## config.mk

```make
export PLATFORM = sky130hd
export DESIGN_NAME = supply_monitor_adc_control
export DESIGN_NICKNAME = d
export VERILOG_FILES = /design/src/hw/supply_monitor_pkg.sv /design/src/hw/background_strobe_timer.sv /design/src/hw/supply_monitor_adc_control.sv
export SDC_FILE = /design/constraint.sdc
export NUM_CORES = 1
export LEC_CHECK = 0
export BUFFER_PORTS_ARGS = -buffer_cell sky130_fd_sc_hd__buf_4
export CORE_ASPECT_RATIO = 2
export CORE_MARGIN = 3
export CORE_UTILIZATION = 40
export CTS_CLUSTER_DIAMETER = 60
export DETAILED_ROUTE_END_ITERATION = 8
export PLACE_DENSITY = 0.59
export SYNTH_ARGS = -nofsm -noshare
export SYNTH_HDL_FRONTEND = slang
export SYNTH_SLANG_ARGS = --single-unit
```

## constraint.sdc

```tcl
create_clock -name clk -period 4.3 [get_ports clk]
set_input_delay 0.43 -clock clk [delete_from_list [all_inputs] [get_ports clk]]
set_output_delay 0.43 -clock clk [all_outputs]
set_load 0.03 [all_outputs]
```

## src/hw/supply_monitor_pkg.sv

```systemverilog
// Constants, register map and types shared by the supply monitor converter control.
// Assumes the special function register bus and converters run on the one 250 MHz clock.
package supply_monitor_pkg;

  // Register offsets on the special function register bus.
  localparam logic [7:0] ADDR_ADC_START = 8'h00D8;
  localparam logic [7:0] ADDR_BATTERY_RESULT = 8'h00DF;
  localparam logic [7:0] ADDR_PSM_IRQ_ENABLE = 8'h00EC;
  localparam logic [7:0] ADDR_EXT_RESULT = 8'h00EF;
  localparam logic [7:0] ADDR_CHANGE_DELTA = 8'h00F3;
  localparam logic [7:0] ADDR_PSM_IRQ_FLAGS = 8'h00F8;
  localparam logic [7:0] ADDR_STROBE_PERIOD = 8'h00F9;
  localparam logic [7:0] ADDR_BATTERY_THRESHOLD = 8'h00FA;

  // Field positions.
  localparam int BATTERY_START_BIT = 0;
  localparam int EXT_START_BIT = 2;
  localparam int LOW_BATTERY_BIT = 0;
  localparam int EXT_CHANGE_BIT = 1;
  localparam int BATTERY_PERIOD_LSB = 0;
  localparam int EXT_PERIOD_LSB = 2;
  localparam int EXT_DELTA_LSB = 0;

  // Reset values.
  localparam logic [7:0] RESET_BYTE = 8'h0000;
  localparam logic [1:0] PERIOD_OFF = 2'h0;

  // Background interval base tick: 1000 us at 250 MHz.
  localparam int CLOCK_MHZ = 250;
  localparam int TICK_TIME_US = 1000;
  localparam int TICK_CYCLES = TICK_TIME_US * CLOCK_MHZ;

  // Background intervals in base ticks for period codes 1, 2 and 3.
  localparam logic [7:0] PERIOD_TICKS_1 = 8'h0001;
  localparam logic [7:0] PERIOD_TICKS_2 = 8'h0004;
  localparam logic [7:0] PERIOD_TICKS_3 = 8'h0010;

  typedef enum logic [1:0] {
    MODE_FULL_POWER = 2'b00,
    MODE_BATTERY_ACTIVE = 2'b01,
    MODE_HALTED_LOW_POWER = 2'b10
  } power_mode_e;

  typedef enum logic [1:0] {
    CONV_IDLE = 2'b00,
    CONV_SINGLE = 2'b01,
    CONV_BACKGROUND = 2'b10
  } conv_state_e;

endpackage

```

## src/hw/background_strobe_timer.sv

```systemverilog
// Periodic background strobe: one pulse every programmed number of base ticks.
// Assumes tick is a one-cycle enable from the shared divider on the same clock.
`timescale 1ns/10ps
`default_nettype none
module background_strobe_timer (
  input wire logic clk, // 250 MHz clock
  input wire logic rst, // asynchronous reset, active high
  input wire logic tick, // base tick enable
  input wire logic [1:0] period, // interval code, zero is off
  output logic strobe_q // one-cycle background strobe
);

  function automatic logic [7:0] period_ticks(input logic [1:0] code);
    case (code)
      2'b01: period_ticks = supply_monitor_pkg::PERIOD_TICKS_1;
      2'b10: period_ticks = supply_monitor_pkg::PERIOD_TICKS_2;
      2'b11: period_ticks = supply_monitor_pkg::PERIOD_TICKS_3;
      default: period_ticks = 8'h0000;
    endcase
  endfunction

  logic [7:0] count_q;
  logic [7:0] count_d;
  logic [1:0] period_q;
  wire logic running = (period != supply_monitor_pkg::PERIOD_OFF) && (period == period_q);
  wire logic expire = running && tick && (count_q == 8'h0000);

  // A changed interval restarts the count, but the tick phase runs on, so the first strobe may come up to a tick early.
  assign count_d = !running ? (period_ticks(period) - 8'h0001) :
                   expire ? (period_ticks(period) - 8'h0001) :
                   tick ? (count_q - 8'h0001) : count_q;

  always_ff @(posedge clk or posedge rst) begin
    if (rst) begin
      count_q <= 8'h0000;
      period_q <= supply_monitor_pkg::PERIOD_OFF;
      strobe_q <= 1'b0;
    end else begin
      count_q <= count_d;
      period_q <= period;
      strobe_q <= expire;
    end
  end

endmodule // background_strobe_timer
`default_nettype wire

```

## src/hw/supply_monitor_adc_control.sv

```systemverilog
// Control of the battery and external voltage measurement converters.
// Assumes converters, bus and power mode all sit on clk; the converter answers each start with one done pulse.
// Operation
// - Full power: battery conversions both background and software single shot.
// - Battery active mode: battery conversions only from start bit, no background.
// - Halted low power mode: no battery conversions at all.
// - Battery result below threshold raises the battery converter interrupt condition.
// - Completed software single battery conversion also raises that condition.
// - Battery result register loads only when the low battery flag sets.
// - Enabled low battery flag gives power management interrupt on each event.
// - External voltage result is an 8-bit code, 15.3 mV per step.
// - External start bit launches one conversion; completion loads result, interrupts.
// - External background off at reset; runs once nonzero period programmed.
// - Background external result differing beyond delta from reference sets change flag.
// - Change flag interrupts only when its enable bit is set.
// - Full power: external conversions both background and single shot.
// - Battery active mode: only single external conversions, no background.
// - Halted low power mode: external conversions only from background strobe.
// - External result register loads only when external interrupt is raised.
// - External interrupt has its own pulse; change flag kept per delta case.
// - Each start bit clears itself once the converter accepts the request.
// - Background battery results below threshold set the low battery flag.
// - Two-bit battery period field selects background battery interval.
`timescale 1ns/10ps
`default_nettype none
module supply_monitor_adc_control #(
  parameter int TICK_DIV = supply_monitor_pkg::TICK_CYCLES // cycles per background base tick
) (
  input wire logic clk, // 250 MHz clock
  input wire logic rst, // asynchronous reset, active high
  input wire logic [1:0] power_mode, // current power-saving mode
  input wire logic [7:0] sfr_addr, // register address
  input wire logic sfr_wr, // register write strobe
  input wire logic sfr_rd, // register read strobe
  input wire logic [7:0] sfr_wdata, // register write data
  output logic [7:0] sfr_rdata_q, // register read data, one cycle after the read strobe
  output logic battery_conv_start_q, // battery converter start pulse
  input wire logic battery_conv_done, // battery converter done pulse
  input wire logic [7:0] battery_conv_data, // battery converter code, valid with done
  output logic ext_conv_start_q, // external voltage converter start pulse
  input wire logic ext_conv_done, // external voltage converter done pulse
  input wire logic [7:0] ext_conv_data, // external voltage code, 15.3 mV per step
  output logic psm_irq_q, // power management interrupt level
  output logic ext_adc_irq_q // external voltage converter interrupt pulse
);

  // Register state.
  logic battery_start_bit_q;
  logic ext_voltage_start_bit_q;
  logic [7:0] battery_result_q;
  logic [7:0] ext_voltage_result_q;
  logic [7:0] ext_reference_q;
  logic [7:0] battery_threshold_level_q;
  logic [2:0] ext_voltage_delta_field_q;
  logic [1:0] battery_period_field_q;
  logic [1:0] ext_voltage_period_field_q;
  logic low_battery_flag_q;
  logic ext_voltage_change_flag_q;
  logic low_battery_irq_enable_q;
  logic ext_change_irq_enable_q;
  supply_monitor_pkg::conv_state_e battery_state_q;
  supply_monitor_pkg::conv_state_e ext_state_q;
  supply_monitor_pkg::conv_state_e battery_state_d;
  supply_monitor_pkg::conv_state_e ext_state_d;
  logic [23:0] tick_count_q;
  logic tick_q;

  // Bus decode.
  // Writes to result registers or unmapped addresses match nothing and are dropped.
  wire logic wr_start = sfr_wr && (sfr_addr == supply_monitor_pkg::ADDR_ADC_START);
  wire logic wr_enable = sfr_wr && (sfr_addr == supply_monitor_pkg::ADDR_PSM_IRQ_ENABLE);
  wire logic wr_delta = sfr_wr && (sfr_addr == supply_monitor_pkg::ADDR_CHANGE_DELTA);
  wire logic wr_flags = sfr_wr && (sfr_addr == supply_monitor_pkg::ADDR_PSM_IRQ_FLAGS);
  wire logic wr_period = sfr_wr && (sfr_addr == supply_monitor_pkg::ADDR_STROBE_PERIOD);
  wire logic wr_threshold = sfr_wr && (sfr_addr == supply_monitor_pkg::ADDR_BATTERY_THRESHOLD);

  // Mode gating of each conversion source.
  // Mode code 11 matches none of the three modes and so allows no conversion.
  wire logic mode_full = power_mode == supply_monitor_pkg::MODE_FULL_POWER;
  wire logic mode_active = power_mode == supply_monitor_pkg::MODE_BATTERY_ACTIVE;
  wire logic mode_halted = power_mode == supply_monitor_pkg::MODE_HALTED_LOW_POWER;
  wire logic battery_single_ok = mode_full || mode_active;
  wire logic battery_bg_ok = mode_full;
  wire logic ext_single_ok = mode_full || mode_active;
  wire logic ext_bg_ok = mode_full || mode_halted;

  // Background strobes from the interval timers.
  logic battery_strobe;
  logic ext_strobe;

  background_strobe_timer battery_timer (
    .clk(clk),
    .rst(rst),
    .tick(tick_q),
    .period(battery_period_field_q),
    .strobe_q(battery_strobe)
  );

  background_strobe_timer ext_timer (
    .clk(clk),
    .rst(rst),
    .tick(tick_q),
    .period(ext_voltage_period_field_q),
    .strobe_q(ext_strobe)
  );

  // Requests accepted by an idle converter; a disallowed strobe simply passes unused.
  // A start bit refused by the mode stays set and is taken once the mode allows it.
  wire logic battery_idle = battery_state_q == supply_monitor_pkg::CONV_IDLE;
  wire logic ext_idle = ext_state_q == supply_monitor_pkg::CONV_IDLE;
  wire logic battery_take_single = battery_idle && battery_start_bit_q && battery_single_ok;
  wire logic battery_take_bg = battery_idle && !battery_take_single && battery_strobe && battery_bg_ok;
  wire logic ext_take_single = ext_idle && ext_voltage_start_bit_q && ext_single_ok;
  wire logic ext_take_bg = ext_idle && !ext_take_single && ext_strobe && ext_bg_ok;

  // Completion decisions.
  // A done pulse while idle is ignored, so stray converter output loads nothing.
  // The difference is formed in eight bits; the delta field is widened to match.
  wire logic battery_finish = battery_conv_done && !battery_idle;
  wire logic ext_finish = ext_conv_done && !ext_idle;
  wire logic battery_below = battery_conv_data < battery_threshold_level_q;
  wire logic battery_event = battery_finish &&
    (battery_below || (battery_state_q == supply_monitor_pkg::CONV_SINGLE));
  wire logic [7:0] ext_diff = (ext_conv_data >= ext_reference_q) ?
    (ext_conv_data - ext_reference_q) : (ext_reference_q - ext_conv_data);
  wire logic ext_delta_hit = ext_finish && (ext_state_q == supply_monitor_pkg::CONV_BACKGROUND) &&
    (ext_diff > {5'b00000, ext_voltage_delta_field_q});
  wire logic ext_single_done = ext_finish && (ext_state_q == supply_monitor_pkg::CONV_SINGLE);
  wire logic ext_event = ext_delta_hit || ext_single_done;

  // Converter sequencers.
  // Each converter is idle, then busy until it answers with its done pulse.
  // The start pulse is registered, so it follows the accepting cycle by one clock.
  always_comb begin
    case (battery_state_q)
      supply_monitor_pkg::CONV_IDLE: begin
        battery_state_d = battery_take_single ? supply_monitor_pkg::CONV_SINGLE :
                          battery_take_bg ? supply_monitor_pkg::CONV_BACKGROUND : supply_monitor_pkg::CONV_IDLE;
      end
      supply_monitor_pkg::CONV_SINGLE,
      supply_monitor_pkg::CONV_BACKGROUND: begin
        battery_state_d = battery_conv_done ? supply_monitor_pkg::CONV_IDLE : battery_state_q;
      end
      default: begin
        battery_state_d = supply_monitor_pkg::CONV_IDLE;
      end
    endcase
  end

  always_comb begin
    case (ext_state_q)
      supply_monitor_pkg::CONV_IDLE: begin
        ext_state_d = ext_take_single ? supply_monitor_pkg::CONV_SINGLE :
                      ext_take_bg ? supply_monitor_pkg::CONV_BACKGROUND : supply_monitor_pkg::CONV_IDLE;
      end
      supply_monitor_pkg::CONV_SINGLE,
      supply_monitor_pkg::CONV_BACKGROUND: begin
        ext_state_d = ext_conv_done ? supply_monitor_pkg::CONV_IDLE : ext_state_q;
      end
      default: begin
        ext_state_d = supply_monitor_pkg::CONV_IDLE;
      end
    endcase
  end

  always_ff @(posedge clk or posedge rst) begin
    if (rst) begin
      battery_state_q <= supply_monitor_pkg::CONV_IDLE;
      ext_state_q <= supply_monitor_pkg::CONV_IDLE;
      battery_conv_start_q <= 1'b0;
      ext_conv_start_q <= 1'b0;
    end else begin
      battery_state_q <= battery_state_d;
      ext_state_q <= ext_state_d;
      battery_conv_start_q <= battery_take_single || battery_take_bg;
      ext_conv_start_q <= ext_take_single || ext_take_bg;
    end
  end

  // Base tick divider for the background intervals.
  // It runs freely, so a first strobe after a period write may come up to a tick early.
  wire logic tick_wrap = tick_count_q == 24'(TICK_DIV - 1);

  always_ff @(posedge clk or posedge rst) begin
    if (rst) begin
      tick_count_q <= 24'h0000_0000;
      tick_q <= 1'b0;
    end else begin
      tick_count_q <= tick_wrap ? 24'h0000_0000 : (tick_count_q + 24'h0000_0001);
      tick_q <= tick_wrap;
    end
  end

  // Start bits: software sets them, acceptance clears them; a write in the accept cycle wins.
  // Only a single-shot acceptance clears a bit; a background strobe leaves it alone.
  always_ff @(posedge clk or posedge rst) begin
    if (rst) begin
      battery_start_bit_q <= 1'b0;
      ext_voltage_start_bit_q <= 1'b0;
    end else begin
      if (wr_start) begin
        battery_start_bit_q <= sfr_wdata[supply_monitor_pkg::BATTERY_START_BIT];
        ext_voltage_start_bit_q <= sfr_wdata[supply_monitor_pkg::EXT_START_BIT];
      end else begin
        battery_start_bit_q <= battery_start_bit_q && !battery_take_single;
        ext_voltage_start_bit_q <= ext_voltage_start_bit_q && !ext_take_single;
      end
    end
  end

  // Configuration registers.
  // These fields belong to software; hardware never writes them.
  always_ff @(posedge clk or posedge rst) begin
    if (rst) begin
      battery_threshold_level_q <= supply_monitor_pkg::RESET_BYTE;
      ext_voltage_delta_field_q <= 3'h0;
      battery_period_field_q <= supply_monitor_pkg::PERIOD_OFF;
      ext_voltage_period_field_q <= supply_monitor_pkg::PERIOD_OFF;
      low_battery_irq_enable_q <= 1'b0;
      ext_change_irq_enable_q <= 1'b0;
    end else begin
      if (wr_threshold) begin
        battery_threshold_level_q <= sfr_wdata;
      end
      if (wr_delta) begin
        ext_voltage_delta_field_q <= sfr_wdata[supply_monitor_pkg::EXT_DELTA_LSB +: 3];
      end
      if (wr_period) begin
        battery_period_field_q <= sfr_wdata[supply_monitor_pkg::BATTERY_PERIOD_LSB +: 2];
        ext_voltage_period_field_q <= sfr_wdata[supply_monitor_pkg::EXT_PERIOD_LSB +: 2];
      end
      if (wr_enable) begin
        low_battery_irq_enable_q <= sfr_wdata[supply_monitor_pkg::LOW_BATTERY_BIT];
        ext_change_irq_enable_q <= sfr_wdata[supply_monitor_pkg::EXT_CHANGE_BIT];
      end
    end
  end

  // Flags: writing zero clears a flag, a same-cycle hardware set wins.
  // Only the background delta case sets the change flag; a single shot gives the pulse.
  always_ff @(posedge clk or posedge rst) begin
    if (rst) begin
      low_battery_flag_q <= 1'b0;
      ext_voltage_change_flag_q <= 1'b0;
    end else begin
      if (battery_event) begin
        low_battery_flag_q <= 1'b1;
      end else if (wr_flags) begin
        low_battery_flag_q <= low_battery_flag_q && sfr_wdata[supply_monitor_pkg::LOW_BATTERY_BIT];
      end
      if (ext_delta_hit) begin
        ext_voltage_change_flag_q <= 1'b1;
      end else if (wr_flags) begin
        ext_voltage_change_flag_q <= ext_voltage_change_flag_q && sfr_wdata[supply_monitor_pkg::EXT_CHANGE_BIT];
      end
    end
  end

  // Result registers and the delta reference.
  // The reference follows each reported result, so deltas count from the last report.
  always_ff @(posedge clk or posedge rst) begin
    if (rst) begin
      battery_result_q <= supply_monitor_pkg::RESET_BYTE;
      ext_voltage_result_q <= supply_monitor_pkg::RESET_BYTE;
      ext_reference_q <= supply_monitor_pkg::RESET_BYTE;
    end else begin
      if (battery_event) begin
        battery_result_q <= battery_conv_data;
      end
      if (ext_event) begin
        ext_voltage_result_q <= ext_conv_data;
        ext_reference_q <= ext_conv_data;
      end
    end
  end

  // Interrupt outputs.
  // The interrupt level trails the flags and enables that drive it by one clock.
  wire logic psm_irq_d = (low_battery_flag_q && low_battery_irq_enable_q) ||
                         (ext_voltage_change_flag_q && ext_change_irq_enable_q);

  always_ff @(posedge clk or posedge rst) begin
    if (rst) begin
      psm_irq_q <= 1'b0;
      ext_adc_irq_q <= 1'b0;
    end else begin
      psm_irq_q <= psm_irq_d;
      ext_adc_irq_q <= ext_event;
    end
  end

  // Read data path; unmapped addresses read zero.
  // Reads have no side effects; flags clear only by an explicit write of zero.
  // Read data holds between reads, so it may be sampled late.
  logic [7:0] read_mux;

  always_comb begin
    case (sfr_addr)
      supply_monitor_pkg::ADDR_ADC_START: begin
        read_mux = 8'h0000;
        read_mux[supply_monitor_pkg::BATTERY_START_BIT] = battery_start_bit_q;
        read_mux[supply_monitor_pkg::EXT_START_BIT] = ext_voltage_start_bit_q;
      end
      supply_monitor_pkg::ADDR_BATTERY_RESULT: read_mux = battery_result_q;
      supply_monitor_pkg::ADDR_EXT_RESULT: read_mux = ext_voltage_result_q;
      supply_monitor_pkg::ADDR_BATTERY_THRESHOLD: read_mux = battery_threshold_level_q;
      supply_monitor_pkg::ADDR_CHANGE_DELTA: begin
        read_mux = 8'h0000;
        read_mux[supply_monitor_pkg::EXT_DELTA_LSB +: 3] = ext_voltage_delta_field_q;
      end
      supply_monitor_pkg::ADDR_STROBE_PERIOD: begin
        read_mux = 8'h0000;
        read_mux[supply_monitor_pkg::BATTERY_PERIOD_LSB +: 2] = battery_period_field_q;
        read_mux[supply_monitor_pkg::EXT_PERIOD_LSB +: 2] = ext_voltage_period_field_q;
      end
      supply_monitor_pkg::ADDR_PSM_IRQ_FLAGS: begin
        read_mux = 8'h0000;
        read_mux[supply_monitor_pkg::LOW_BATTERY_BIT] = low_battery_flag_q;
        read_mux[supply_monitor_pkg::EXT_CHANGE_BIT] = ext_voltage_change_flag_q;
      end
      supply_monitor_pkg::ADDR_PSM_IRQ_ENABLE: begin
        read_mux = 8'h0000;
        read_mux[supply_monitor_pkg::LOW_BATTERY_BIT] = low_battery_irq_enable_q;
        read_mux[supply_monitor_pkg::EXT_CHANGE_BIT] = ext_change_irq_enable_q;
      end
      default: read_mux = 8'h0000;
    endcase
  end

  always_ff @(posedge clk or posedge rst) begin
    if (rst) begin
      sfr_rdata_q <= 8'h0000;
    end else if (sfr_rd) begin
      sfr_rdata_q <= read_mux;
    end
  end

endmodule // supply_monitor_adc_control
`default_nettype wire

```

==> results of run 1 <==
## state kept, by name, indices dropped and copies added (netlist names), 3 cells and up
| signal | cells |
|---|---|
| tick_count_q | 24 |
| battery_result_q | 8 |
| battery_threshold_level_q | 8 |
| battery_timer.count_q | 8 |
| ext_reference_q | 8 |
| ext_timer.count_q | 8 |
| sfr_rdata_q | 8 |
| ext_voltage_delta_field_q | 3 |
## layout make-up
type / instances / area, µm² / share of cell area
Timing Repair Buffer: 73 / 552 / 0.0789
Sequential cell: 100 / 2500 / 0.358
Tap cell: 192 / 240 / 0.0344
Inverter: 56 / 213 / 0.0304
Clock buffer: 9 / 225 / 0.0322
Multi-Input combinational cell: 448 / 3180 / 0.454
Clock inverter: 7 / 83.8 / 0.0120
## critical path, cell delays in order (launching register included)
cell and delay (ps):
dfrtp_1 350, ha_1 160, inv_1 60, fa_2 340, a21o_1 170, a21oi_2 150, a21oi_1 100, a211oi_2 260
mux2_4 340, ha_1 300, nor2b_1 140, o21ai_1 150, a32oi_2 80, or4_1 480, or3_4 380, buf_6 160
nand2_8 70, mux2_2 320
## power breakdown
part / internal [mW] / switching [mW]
Clock: 0.463 / 0.378
Sequential: 0.985 / 0.0434
Combinational: 0.136 / 0.183
## logic make-up (layout without fill, tap and decap cells)
kind of cell / after synthesis / in the layout / share of synthesized area
simple gates: 191 / 191 / 0.165
compound gates: 159 / 159 / 0.182
flops: 100 / 100 / 0.419
buf+inv: 77 / 145 / 0.0532
fa+ha+maj: 39 / 39 / 0.0842
xor+xnor: 32 / 32 / 0.0469
mux: 27 / 27 / 0.0496
## layer usage
layer  global-route usage  vias up
li1                     -     2361
met1                0.179     2459
met3               0.0298       35
met5                    0        -
met2                0.418       96
met4               0.0862        0
## metrics by stage
step / worst slack (ps) / instance area [µm²]
after global routing: 5.37 / 6990
after CTS: 0.916 / 6960
final: 186 / 6990
after detailed placement: -275 / 6650
after floorplan: 21.6 / 5980
after global placement: -197 / 6650
## cell usage after synthesis, types with 6 or more instances
cell	number	area (µm²)
a211o_1	7	61.3
a21o_1	7	52.6
a21oi_1	23	115
a22oi_1	16	120
clkbuf_1	13	48.8
dfrtp_1	100	2500
ha_1	37	463
inv_1	56	210
mux2_2	21	236
mux2i_1	6	60.1
nand2_1	46	173
nand2b_1	12	75.1
nand3_1	14	70.1
nand4_1	8	50.1
nor2_1	48	180
nor2b_1	11	68.8
nor3_1	10	50.1
nor4_1	6	37.5
o211ai_1	6	45.0
o21ai_0	35	175
o22ai_1	12	75.1
o311ai_1	7	61.3
xnor2_1	13	114
xor2_1	19	166
## cells in the final DEF (no fill, tap or decap), drive strengths merged, types with 7 or more instances in the layout
master	instances
a211o	8
a21o	7
a21oi	24
a22oi	16
buf	73
clkbuf	9
dfrtp	100
ha	37
inv	59
mux2	21
nand2	47
nand2b	12
nand3	14
nand4	8
nor2	48
nor2b	11
nor3	10
o21ai	36
o22ai	12
o311ai	8
xnor2	13
xor2	19
## path summary, 6_finish.rpt
kind | to | slack (ps)
min reg2reg | tick_count_q[0]$_DFF_PP0_ | 460
max reg2reg | ext_reference_q[7]$_DFFE_PP0P_ | 190
max in group asynchronous | battery_timer.count_q[2]$_DFFE_PP0P_ | 3110
max | ext_reference_q[7]$_DFFE_PP0P_ | 190
min | ext_timer.count_q[3]$_DFFE_PP0P_ | 260
min in group clk | ext_voltage_period_field_q[1]$_DFFE_PP0P_ | 310
## timing repair
action,4_1_cts,5_1_grt
buffers inserted,0,2
endpoints found under the setup margin,0,10
resized for setup,0,6
==> results summary, run 1 <==
The total clock sinks came out at 100. The floorplan step defined a die boundary enclosing 16500 µm². The worst register-to-register path begins at ext_reference_q[0]$_DFFE_PP0P_.

The first detailed-routing pass ran for 7 iterations. The post-placement cell count is 867. The count of endpoints failing hold in the final timing report came out at 0. The count of input and output buffers came out at 51. The post-route clock skew is 11.3 ps.

The final critical-path share of the clock period came out at 0.957. Setup repair after global routing left no endpoint under its margin. Setup violations remaining at the end of the flow were counted as 0. Yosys printed 0 warnings. The number of enable flip-flop cells after synthesis came out at 0. Detailed placement ended at an HPWL of 12.7 mm.

In this run, CTS created clock tree buffers numbering 9. The startpoint-to-endpoint class of the critical path is reg -> reg. The static leakage came out at 3.13 nW.

After detailed routing, no signal wire sits above met4. TritonCTS built the clock tree. The endpoint required time on the critical path came out at 4540 ps.

The width of the die is 92.4 µm. The accumulated negative setup slack is 0 ps. The achievable frequency is 243 MHz. The number of unique standard cell types used by synthesis came out at 65. The number of antenna violations at the first check in global routing is 0. Row generation in the floorplan step produced 62 rows. The tool flagged a number of max-cap violations equal to 0. 0 antenna diodes ended up in the layout.

The tightest hold margin is 263 ps. The worst hold path class is in -> async. The count of pins over their slew limit came to 0.

The data arrival at the endpoint of the critical path came out at 4350 ps. The overall power is 2.19 mW. Clock tree synthesis selected as its root buffer the cell clkbuf_16.

The post-synthesis sequential element count is 100. The number of nets still failing antenna checks after routing came out at 0. Measured along the y axis, the die boundary spans 179 µm. After filler insertion, the fill cell instance count of the layout stands at 1369. The routed length per placed instance came out at 17.8 µm. The global-route wire length before repair came out at 25.6 mm. The CTS clock-pin slew for the worst setup and hold paths came out at 70 ps. The area of the core region is 14500 µm². The power density over cell area is 313 nW/µm². The number of global-route vias before repair is 5164.

In the routed layout, each cell is associated on average with a via count of 5.59. At the pin with the least slew margin, the transition time is 1180 ps. After detailed routing, the number of remaining DRC violations is 0. The leftover overflow at the end of global routing came out at 0.

The worst pin sits at a relative slew slack of 0.208. At the end of the flow the core is filled with cells to 0.482. The proportion of layout cells with a drive suffix above 1 is 0.180. In the detailed route, the total length drawn on met3 is 464 µm. The starting utilization of the core area is 0.412. The cell area after synthesis is 5970 µm². At the end of the flow, the number of nets in the layout was 767. The aggregate global-route resource usage came out at 0.199. STA classifies the critical path endpoint as a flip-flop. The synthesized netlist cell count came out at 625. Detailed routing placed a total of 9.42 mm of wire on met2. The depth of the worst register-to-register path came out at 17.

Entering global routing, the biggest net connects 73 pins. In this run, the number of DRC markers left after iteration 0 of detailed routing was 232. For this run, asynchronously set or reset flops after synthesis account for 1.00.

The number of nets produced by synthesis is 704. The synthesized area per cell came out at 9.56 µm². The critical path launch point type is a flip-flop. The post-route non-filler standard cell count came out at 885. The worst-case IR drop observed on VDD is 0.000209 V. The detailed router put a total of 5.32 mm of wire on met1.

The origin of the worst setup path is ext_reference_q[0]$_DFFE_PP0P_. The number of hold buffers added after cts came out at 0. At the end of routability-driven placement, the weighted congestion stood at 0.920. The H-tree was split into 3 levels. For this run, the leading register cell type out of synthesis is dfrtp_1. The area growth from synthesis to layout is 17.1%. The latest clock arrival within the worst-skew pair is 350 ps. The shortest period the worst path allows is 4110 ps. The number of buffers on the longest clock path came out at 2. The overall routed net length is 15.8 mm. The total via count in the routed design is 4951. The maximum net fanout on the critical path came out at 8. Of the synthesized area, sequential elements account for 0.419. Pin placement for this block handled 52 I/O pins.

The flow ran to the end, and the final reports show no timing, DRC or antenna violations.
Note: power is estimated with default switching activity, not from simulation.
==> inputs of run 2 (changes only) <==
--- a/config.mk
+++ b/config.mk
@@ -7,11 +7,11 @@
 export LEC_CHECK = 0
 export BUFFER_PORTS_ARGS = -buffer_cell sky130_fd_sc_hd__buf_4
 export CORE_ASPECT_RATIO = 2
-export CORE_MARGIN = 3
+export CORE_MARGIN = 2
 export CORE_UTILIZATION = 40
 export CTS_CLUSTER_DIAMETER = 60
 export DETAILED_ROUTE_END_ITERATION = 8
-export PLACE_DENSITY = 0.59
+export PLACE_DENSITY = 0.57
 export SYNTH_ARGS = -nofsm -noshare
 export SYNTH_HDL_FRONTEND = slang
 export SYNTH_SLANG_ARGS = --single-unit
==> constraint.sdc (replaced) <==
create_clock -name clk -period 4 [get_ports clk]
set_input_delay 0.4 -clock clk [delete_from_list [all_inputs] [get_ports clk]]
set_output_delay 0.4 -clock clk [all_outputs]
set_load 0.03 [all_outputs]
==> results summary, run 2 (synthesis results as in run 1) <==
The run finished with clean final reports. The latest clock arrival within the worst-skew pair came out at 350 ps. At the end of routability-driven placement, the weighted congestion stood at 0.881. The signed area change from the synthesized netlist to the final layout came out at 19.5%.

TritonCTS built the clock tree. The clock net in this run drives a total of 100 sinks. The placed instance area came out at 6740 µm².

The die height came out at 177 µm. The root buffer cell chosen for the clock tree is clkbuf_16. The number of maximum-capacitance constraint violations is 0. The number of nets still failing antenna checks after routing is 0.

The accumulated negative setup slack came out at 0 ps. The count of pins over their slew limit is 0. The critical path is of the reg -> reg type. Clock-pin slew was measured on the worst setup and hold paths at 70 ps. Setup slack closes at 11.5 ps. Before antenna repair, the detailed router went through 5 iterations.

No sink is reached through more buffers than the 2 on the longest clock path. After filler insertion, the fill cell instance count of the layout stands at 1418. The die outline area is 16000 µm². The slew at the pin closest to its max-slew limit came out at 1240 ps. Dividing the detail-routed wire length by the instance count gives 18.3 µm. Detailed placement finished with a half-perimeter wire length of 13.3 mm.

The count of input and output buffers is 51. Of all nets on the critical path, the largest fanout is 8. The flip-flop count of the largest register after layout came out at 24. The post-route non-filler standard cell count is 901. The overall routed net length came out at 16.5 mm. The tightest hold margin came out at 70.7 ps. Using the TritonRoute via totals, the vias-per-cell ratio works out to 5.58.

The final critical-path share of the clock period is 0.997. The maximum level of the CTS H-tree is 3. Counting flops per register, the top entry is tick_count_q. Measured on the finished design, the core utilization comes to 0.484. Entering global routing, the biggest net connects 39 pins.

The width of the die came out at 90.4 µm. In the final design database the tool counted 780 nets. The number of antenna violations at the first check in global routing is 0. Counting the buffers created by CTS gives 9. The critical path launch point type is a flip-flop. The DRC violation total after the first TritonRoute iteration came out at 249. The starting utilization of the core area is 0.405.

The first global-routing pass estimated 27.1 mm of wire. The proportion of layout cells with a drive suffix above 1 came out at 0.204. The count of endpoints failing hold in the final timing report is 0. The power density over cell area came out at 336 nW/µm². The final setup violation count is 0.

The number of core rows came out at 63. The setup slack after placement came out at -260 ps. The leftover overflow at the end of global routing is 0.

0 antenna diodes ended up in the layout. VDD sags by at most 0.000213 V. At the worst endpoint, the required time is 4240 ps. The I/O pin total is 52.

The post-route clock skew is 8.25 ps. Setup repair after global routing could not meet its margin everywhere. The aggregate global-route resource usage came out at 0.218. The top cell types in the final layout, fill and taps aside, are dfrtp_1 (100), buf_4 (85), inv_1 (54), nor2_1 (48), nand2_1 (46). The total via count in the routed design came out at 5030. The worst setup path is captured at a flip-flop. Including well taps, the total number of placed cells is 878. The number of design rule violations left after detail routing is 0. The library cell used most frequently in the layout, excluding fill and tap cells, is dfrtp_1. The number of global-route vias before repair is 5368.

The headroom to the max-slew limit is 0.166. The data arrival at the endpoint of the critical path came out at 4220 ps. Across all register-to-register paths, the minimum setup slack is 10 ps. The worst hold path class is in -> async. The achievable frequency came out at 251 MHz. The static leakage is 3.20 nW. The area of the core region came out at 14700 µm². The overall power came out at 2.40 mW. For the finished layout, the period the worst path requires is 3990 ps. The summed area of non-filler cells in the final layout is 7140 µm².
-- run 2: layout make-up --
cell class | count | area (µm²) | share of cell area
multi-input cells | 448 | 3220 | 0.450
flip-flops and latches | 100 | 2500 | 0.351
repair buffers | 86 | 649 | 0.0910
well taps | 195 | 244 | 0.0342
clock buffers | 9 | 225 | 0.0316
inverters | 56 | 213 | 0.0298
clock inverters | 7 | 88.8 | 0.0124
-- run 2: power breakdown --
group          total [mW]  switching [mW]  internal [mW]
Clock               0.932           0.429          0.504
Sequential           1.11          0.0481           1.06
Combinational       0.362           0.202          0.160
-- run 2: path summary, 6_finish.rpt --
kind                                                      from                                        to  cells after the start
worst max-delay path            ext_reference_q[0]$_DFFE_PP0P_            ext_reference_q[7]$_DFFE_PP0P_                     17
worst min-delay path                                       rst           battery_result_q[0]$_DFFE_PP0P_                      2
worst max register to register  ext_reference_q[0]$_DFFE_PP0P_            ext_reference_q[7]$_DFFE_PP0P_                     17
worst min register to register       tick_count_q[0]$_DFF_PP0_                 tick_count_q[0]$_DFF_PP0_                      1
max in group asynchronous                                  rst                   ext_adc_irq_q$_DFF_PP0_                      3
min in group clk                                  sfr_wdata[6]  battery_threshold_level_q[6]$_DFFE_PP0P_                      2
-- run 2: critical path, cell delays in order, from the launching register on --
cell      delay, ps
dfrtp_1         360
ha_2            190
inv_2            40
fa_2            340
a21o_1          200
a21oi_2         170
a21oi_2          80
a211oi_2        190
buf_4           170
mux2_4          310
ha_4            240
nor2b_4         120
o21ai_2         100
a32oi_1          70
or4_1           480
or3_4           430
nand2_8          90
mux2_4          290
-- run 2: repair_timing --
action                                  CTS  global route
endpoints found under the setup margin    8            10
setup buffers                             5             3
pin swaps                                10            16
hold buffers                              0             0
gates resized for setup                   2             7
-- run 2: layer usage --
metal	up-vias	wire [µm]	track usage
li1	2389	-	-
met1	2470	5570	0.203
met3	53	376	0.0247
met2	118	9550	0.435
met4	0	1040	0.145
met5	-	0	0
==> inputs of run 3 (changes only) <==
--- a/config.mk
+++ b/config.mk
@@ -12,6 +12,7 @@
 export CTS_CLUSTER_DIAMETER = 60
 export DETAILED_ROUTE_END_ITERATION = 8
 export PLACE_DENSITY = 0.57
+export REMOVE_ABC_BUFFERS = 1
 export SYNTH_ARGS = -nofsm -noshare
 export SYNTH_HDL_FRONTEND = slang
 export SYNTH_SLANG_ARGS = --single-unit
==> results summary, run 3 (synthesis results as in run 1) <==
The number of antenna violations at the first check in global routing came out at 0. In the layout the commonest cells are buf_4 (101), dfrtp_1 (100), inv_1 (54), nor2_1 (48), nand2_1 (46). The number of nets still failing antenna checks after routing came out at 0.

The post-route clock skew is 9.70 ps. The number of global-route vias before repair came out at 5493. After the last flow step, the layout net total stands at 797.

Dividing total power by cell area gives a power density of 329 nW/µm². The final setup violation count is 10. The CTS clock-pin slew for the worst setup and hold paths is 80 ps.

The total clock sinks came out at 100. The count of endpoints failing hold in the final timing report came out at 0. The overall routed net length came out at 16.6 mm. The commonest non-fill, non-tap cell in the layout is buf_4. The number of CTS-inserted buffers is 9.

The width of the die is 90.4 µm. The maximum net fanout on the critical path is 8. The flip-flop count of the largest register after layout is 24.

The total of fill cells in the finished design is 1398. The starting utilization of the core area came out at 0.405. Max-cap violations in this run came to 0. The DRC violation total after the first TritonRoute iteration is 271. The aggregate global-route resource usage is 0.211.

The static leakage came out at 3.28 nW. The latest clock arrival within the worst-skew pair is 340 ps. The longest clock path from root to sink contains 2 buffers. The worst pin sits at a relative slew slack of 0.138. The final reports fail on negative setup slack. The number of core rows came out at 63.

The final worst-path setup slack came out at -102 ps. Entering global routing, the biggest net connects 73 pins. The worst supply voltage drop on vdd is 0.000205 V.

The half-perimeter wire length after placement is 13.0 mm. The routability congestion estimate from global placement came out at 0.884. The count of inserted antenna diode cells is 0. CTS built an H-tree with a depth of 3.

The CTS tree is yes. The count of pins over their slew limit came to 0. The register name with the most flops is tick_count_q. In the final timing run, aggregate negative setup slack is -577 ps. The endpoint required time on the critical path came out at 4230 ps. The tree is rooted in a clkbuf_16. The worst setup path is of the reg -> reg kind. The die height is 177 µm. STA classifies the critical path startpoint as a flip-flop. The core region is 14700 µm².

The shortest period the worst path allows came out at 4100 ps. At the end of the flow the core is filled with cells to 0.494. Using the TritonRoute via totals, the vias-per-cell ratio works out to 5.47.

The proportion of layout cells with a drive suffix above 1 is 0.224. The total via count in the routed design is 5026. STA classifies the critical path endpoint as a flip-flop. The flow ran to the end, but the final reports show violations.

In the routed design, unresolved DRC markers number 0. The global-route wire length before repair came out at 26.6 mm. 52 I/O pins were placed. The sequential cell area came out at 2500 µm². The signed area change from the synthesized netlist to the final layout is 21.8%. The area occupied by multi-input gates came out at 3220 µm². The slew at the pin closest to its max-slew limit is 1280 ps.

In the finished design, the share of the clock period the worst path needs comes to 1.03. The die outline area came out at 16000 µm². At the worst endpoint, the arrival time is 4330 ps. In this run the tool buffered the top-level ports with 51 buffer cells.

Setup repair after global routing could not meet its margin everywhere. The routed length per placed instance is 18.1 µm. The first-pass detailed-route iteration total came out at 4.

The number of hold buffers added after cts is 0. The achievable frequency is 244 MHz. The tightest min-delay check is of the in -> async type. The leftover overflow at the end of global routing is 0.
==> run 3: timing repair <==
action,4_1_cts,5_1_grt
pin swaps,16,21
resized for setup,13,7
cloned,0,0
endpoints found under the setup margin,10,10
setup buffers,13,1
==> run 3: layout make-up <==
cell class                 count  share of cell area
clock buffer                   9              0.0310
clock inverter                 7              0.0115
inverter                      56              0.0292
tap                          195              0.0335
sequential                   100               0.344
timing repair buffer         103               0.108
multi-input combinational    448               0.443
==> run 3: final timing paths <==
| check | startpoint | endpoint | slack [ps] | cells past startpoint |
|---|---|---|---|---|
| max in group asynchronous | rst | battery_timer.strobe_q$_DFF_PP0_ | 2800 | 3 |
| max reg2reg | ext_reference_q[0]$_DFFE_PP0P_ | ext_reference_q[7]$_DFFE_PP0P_ | -100 | 17 |
| min | rst | tick_count_q[7]$_DFF_PP0_ | 260 | 2 |
| min reg2reg | battery_period_field_q[1]$_DFFE_PP0P_ | battery_timer.period_q[1]$_DFF_PP0_ | 460 | 0 |
| max | ext_reference_q[0]$_DFFE_PP0P_ | ext_reference_q[7]$_DFFE_PP0P_ | -100 | 17 |
| min in group clk | sfr_wdata[3] | ext_voltage_period_field_q[1]$_DFFE_PP0P_ | 290 | 3 |
==> run 3: per-stage QoR <==
stage               cell area, µm²  std cells  power [mW]  hold slack [ps]  setup slack (ps)
floorplan                     5870        604        1.32              411              -432
global placement              6800        891        1.46              454              -457
detailed placement            6800        891        1.47              458              -612
CTS                           7250        920        2.40              281              -128
global route                  7280        918        2.52              295              -272
finish                        7280        918        2.39              264              -102
==> run 3: critical path: stages, from the launching register on <==
cell and delay, ps:
dfrtp_1 400, ha_4 150, inv_2 30, fa_2 340, a21o_1 170, a21oi_2 180
a21oi_2 80, a211oi_2 280, buf_4 170, mux2i_1 210, xnor2_1 160, ha_1 300
o21ai_2 80, a32oi_2 90, or4_4 440, or3_4 480, nand2_8 110, mux2_4 290
==> run 3: report_power, final <==
part           internal, mW  switching, mW  leakage (nW)  total, mW
Sequential             1.06         0.0441          1.29       1.10
Combinational         0.169          0.211          1.84      0.380
Clock                 0.496          0.415         0.148      0.911
==> run 3: per-layer routing <==
metal	global-route usage	wire length, µm
met5	0	0
met4	0.101	633
met3	0.0217	264
met2	0.439	9940
met1	0.200	5770
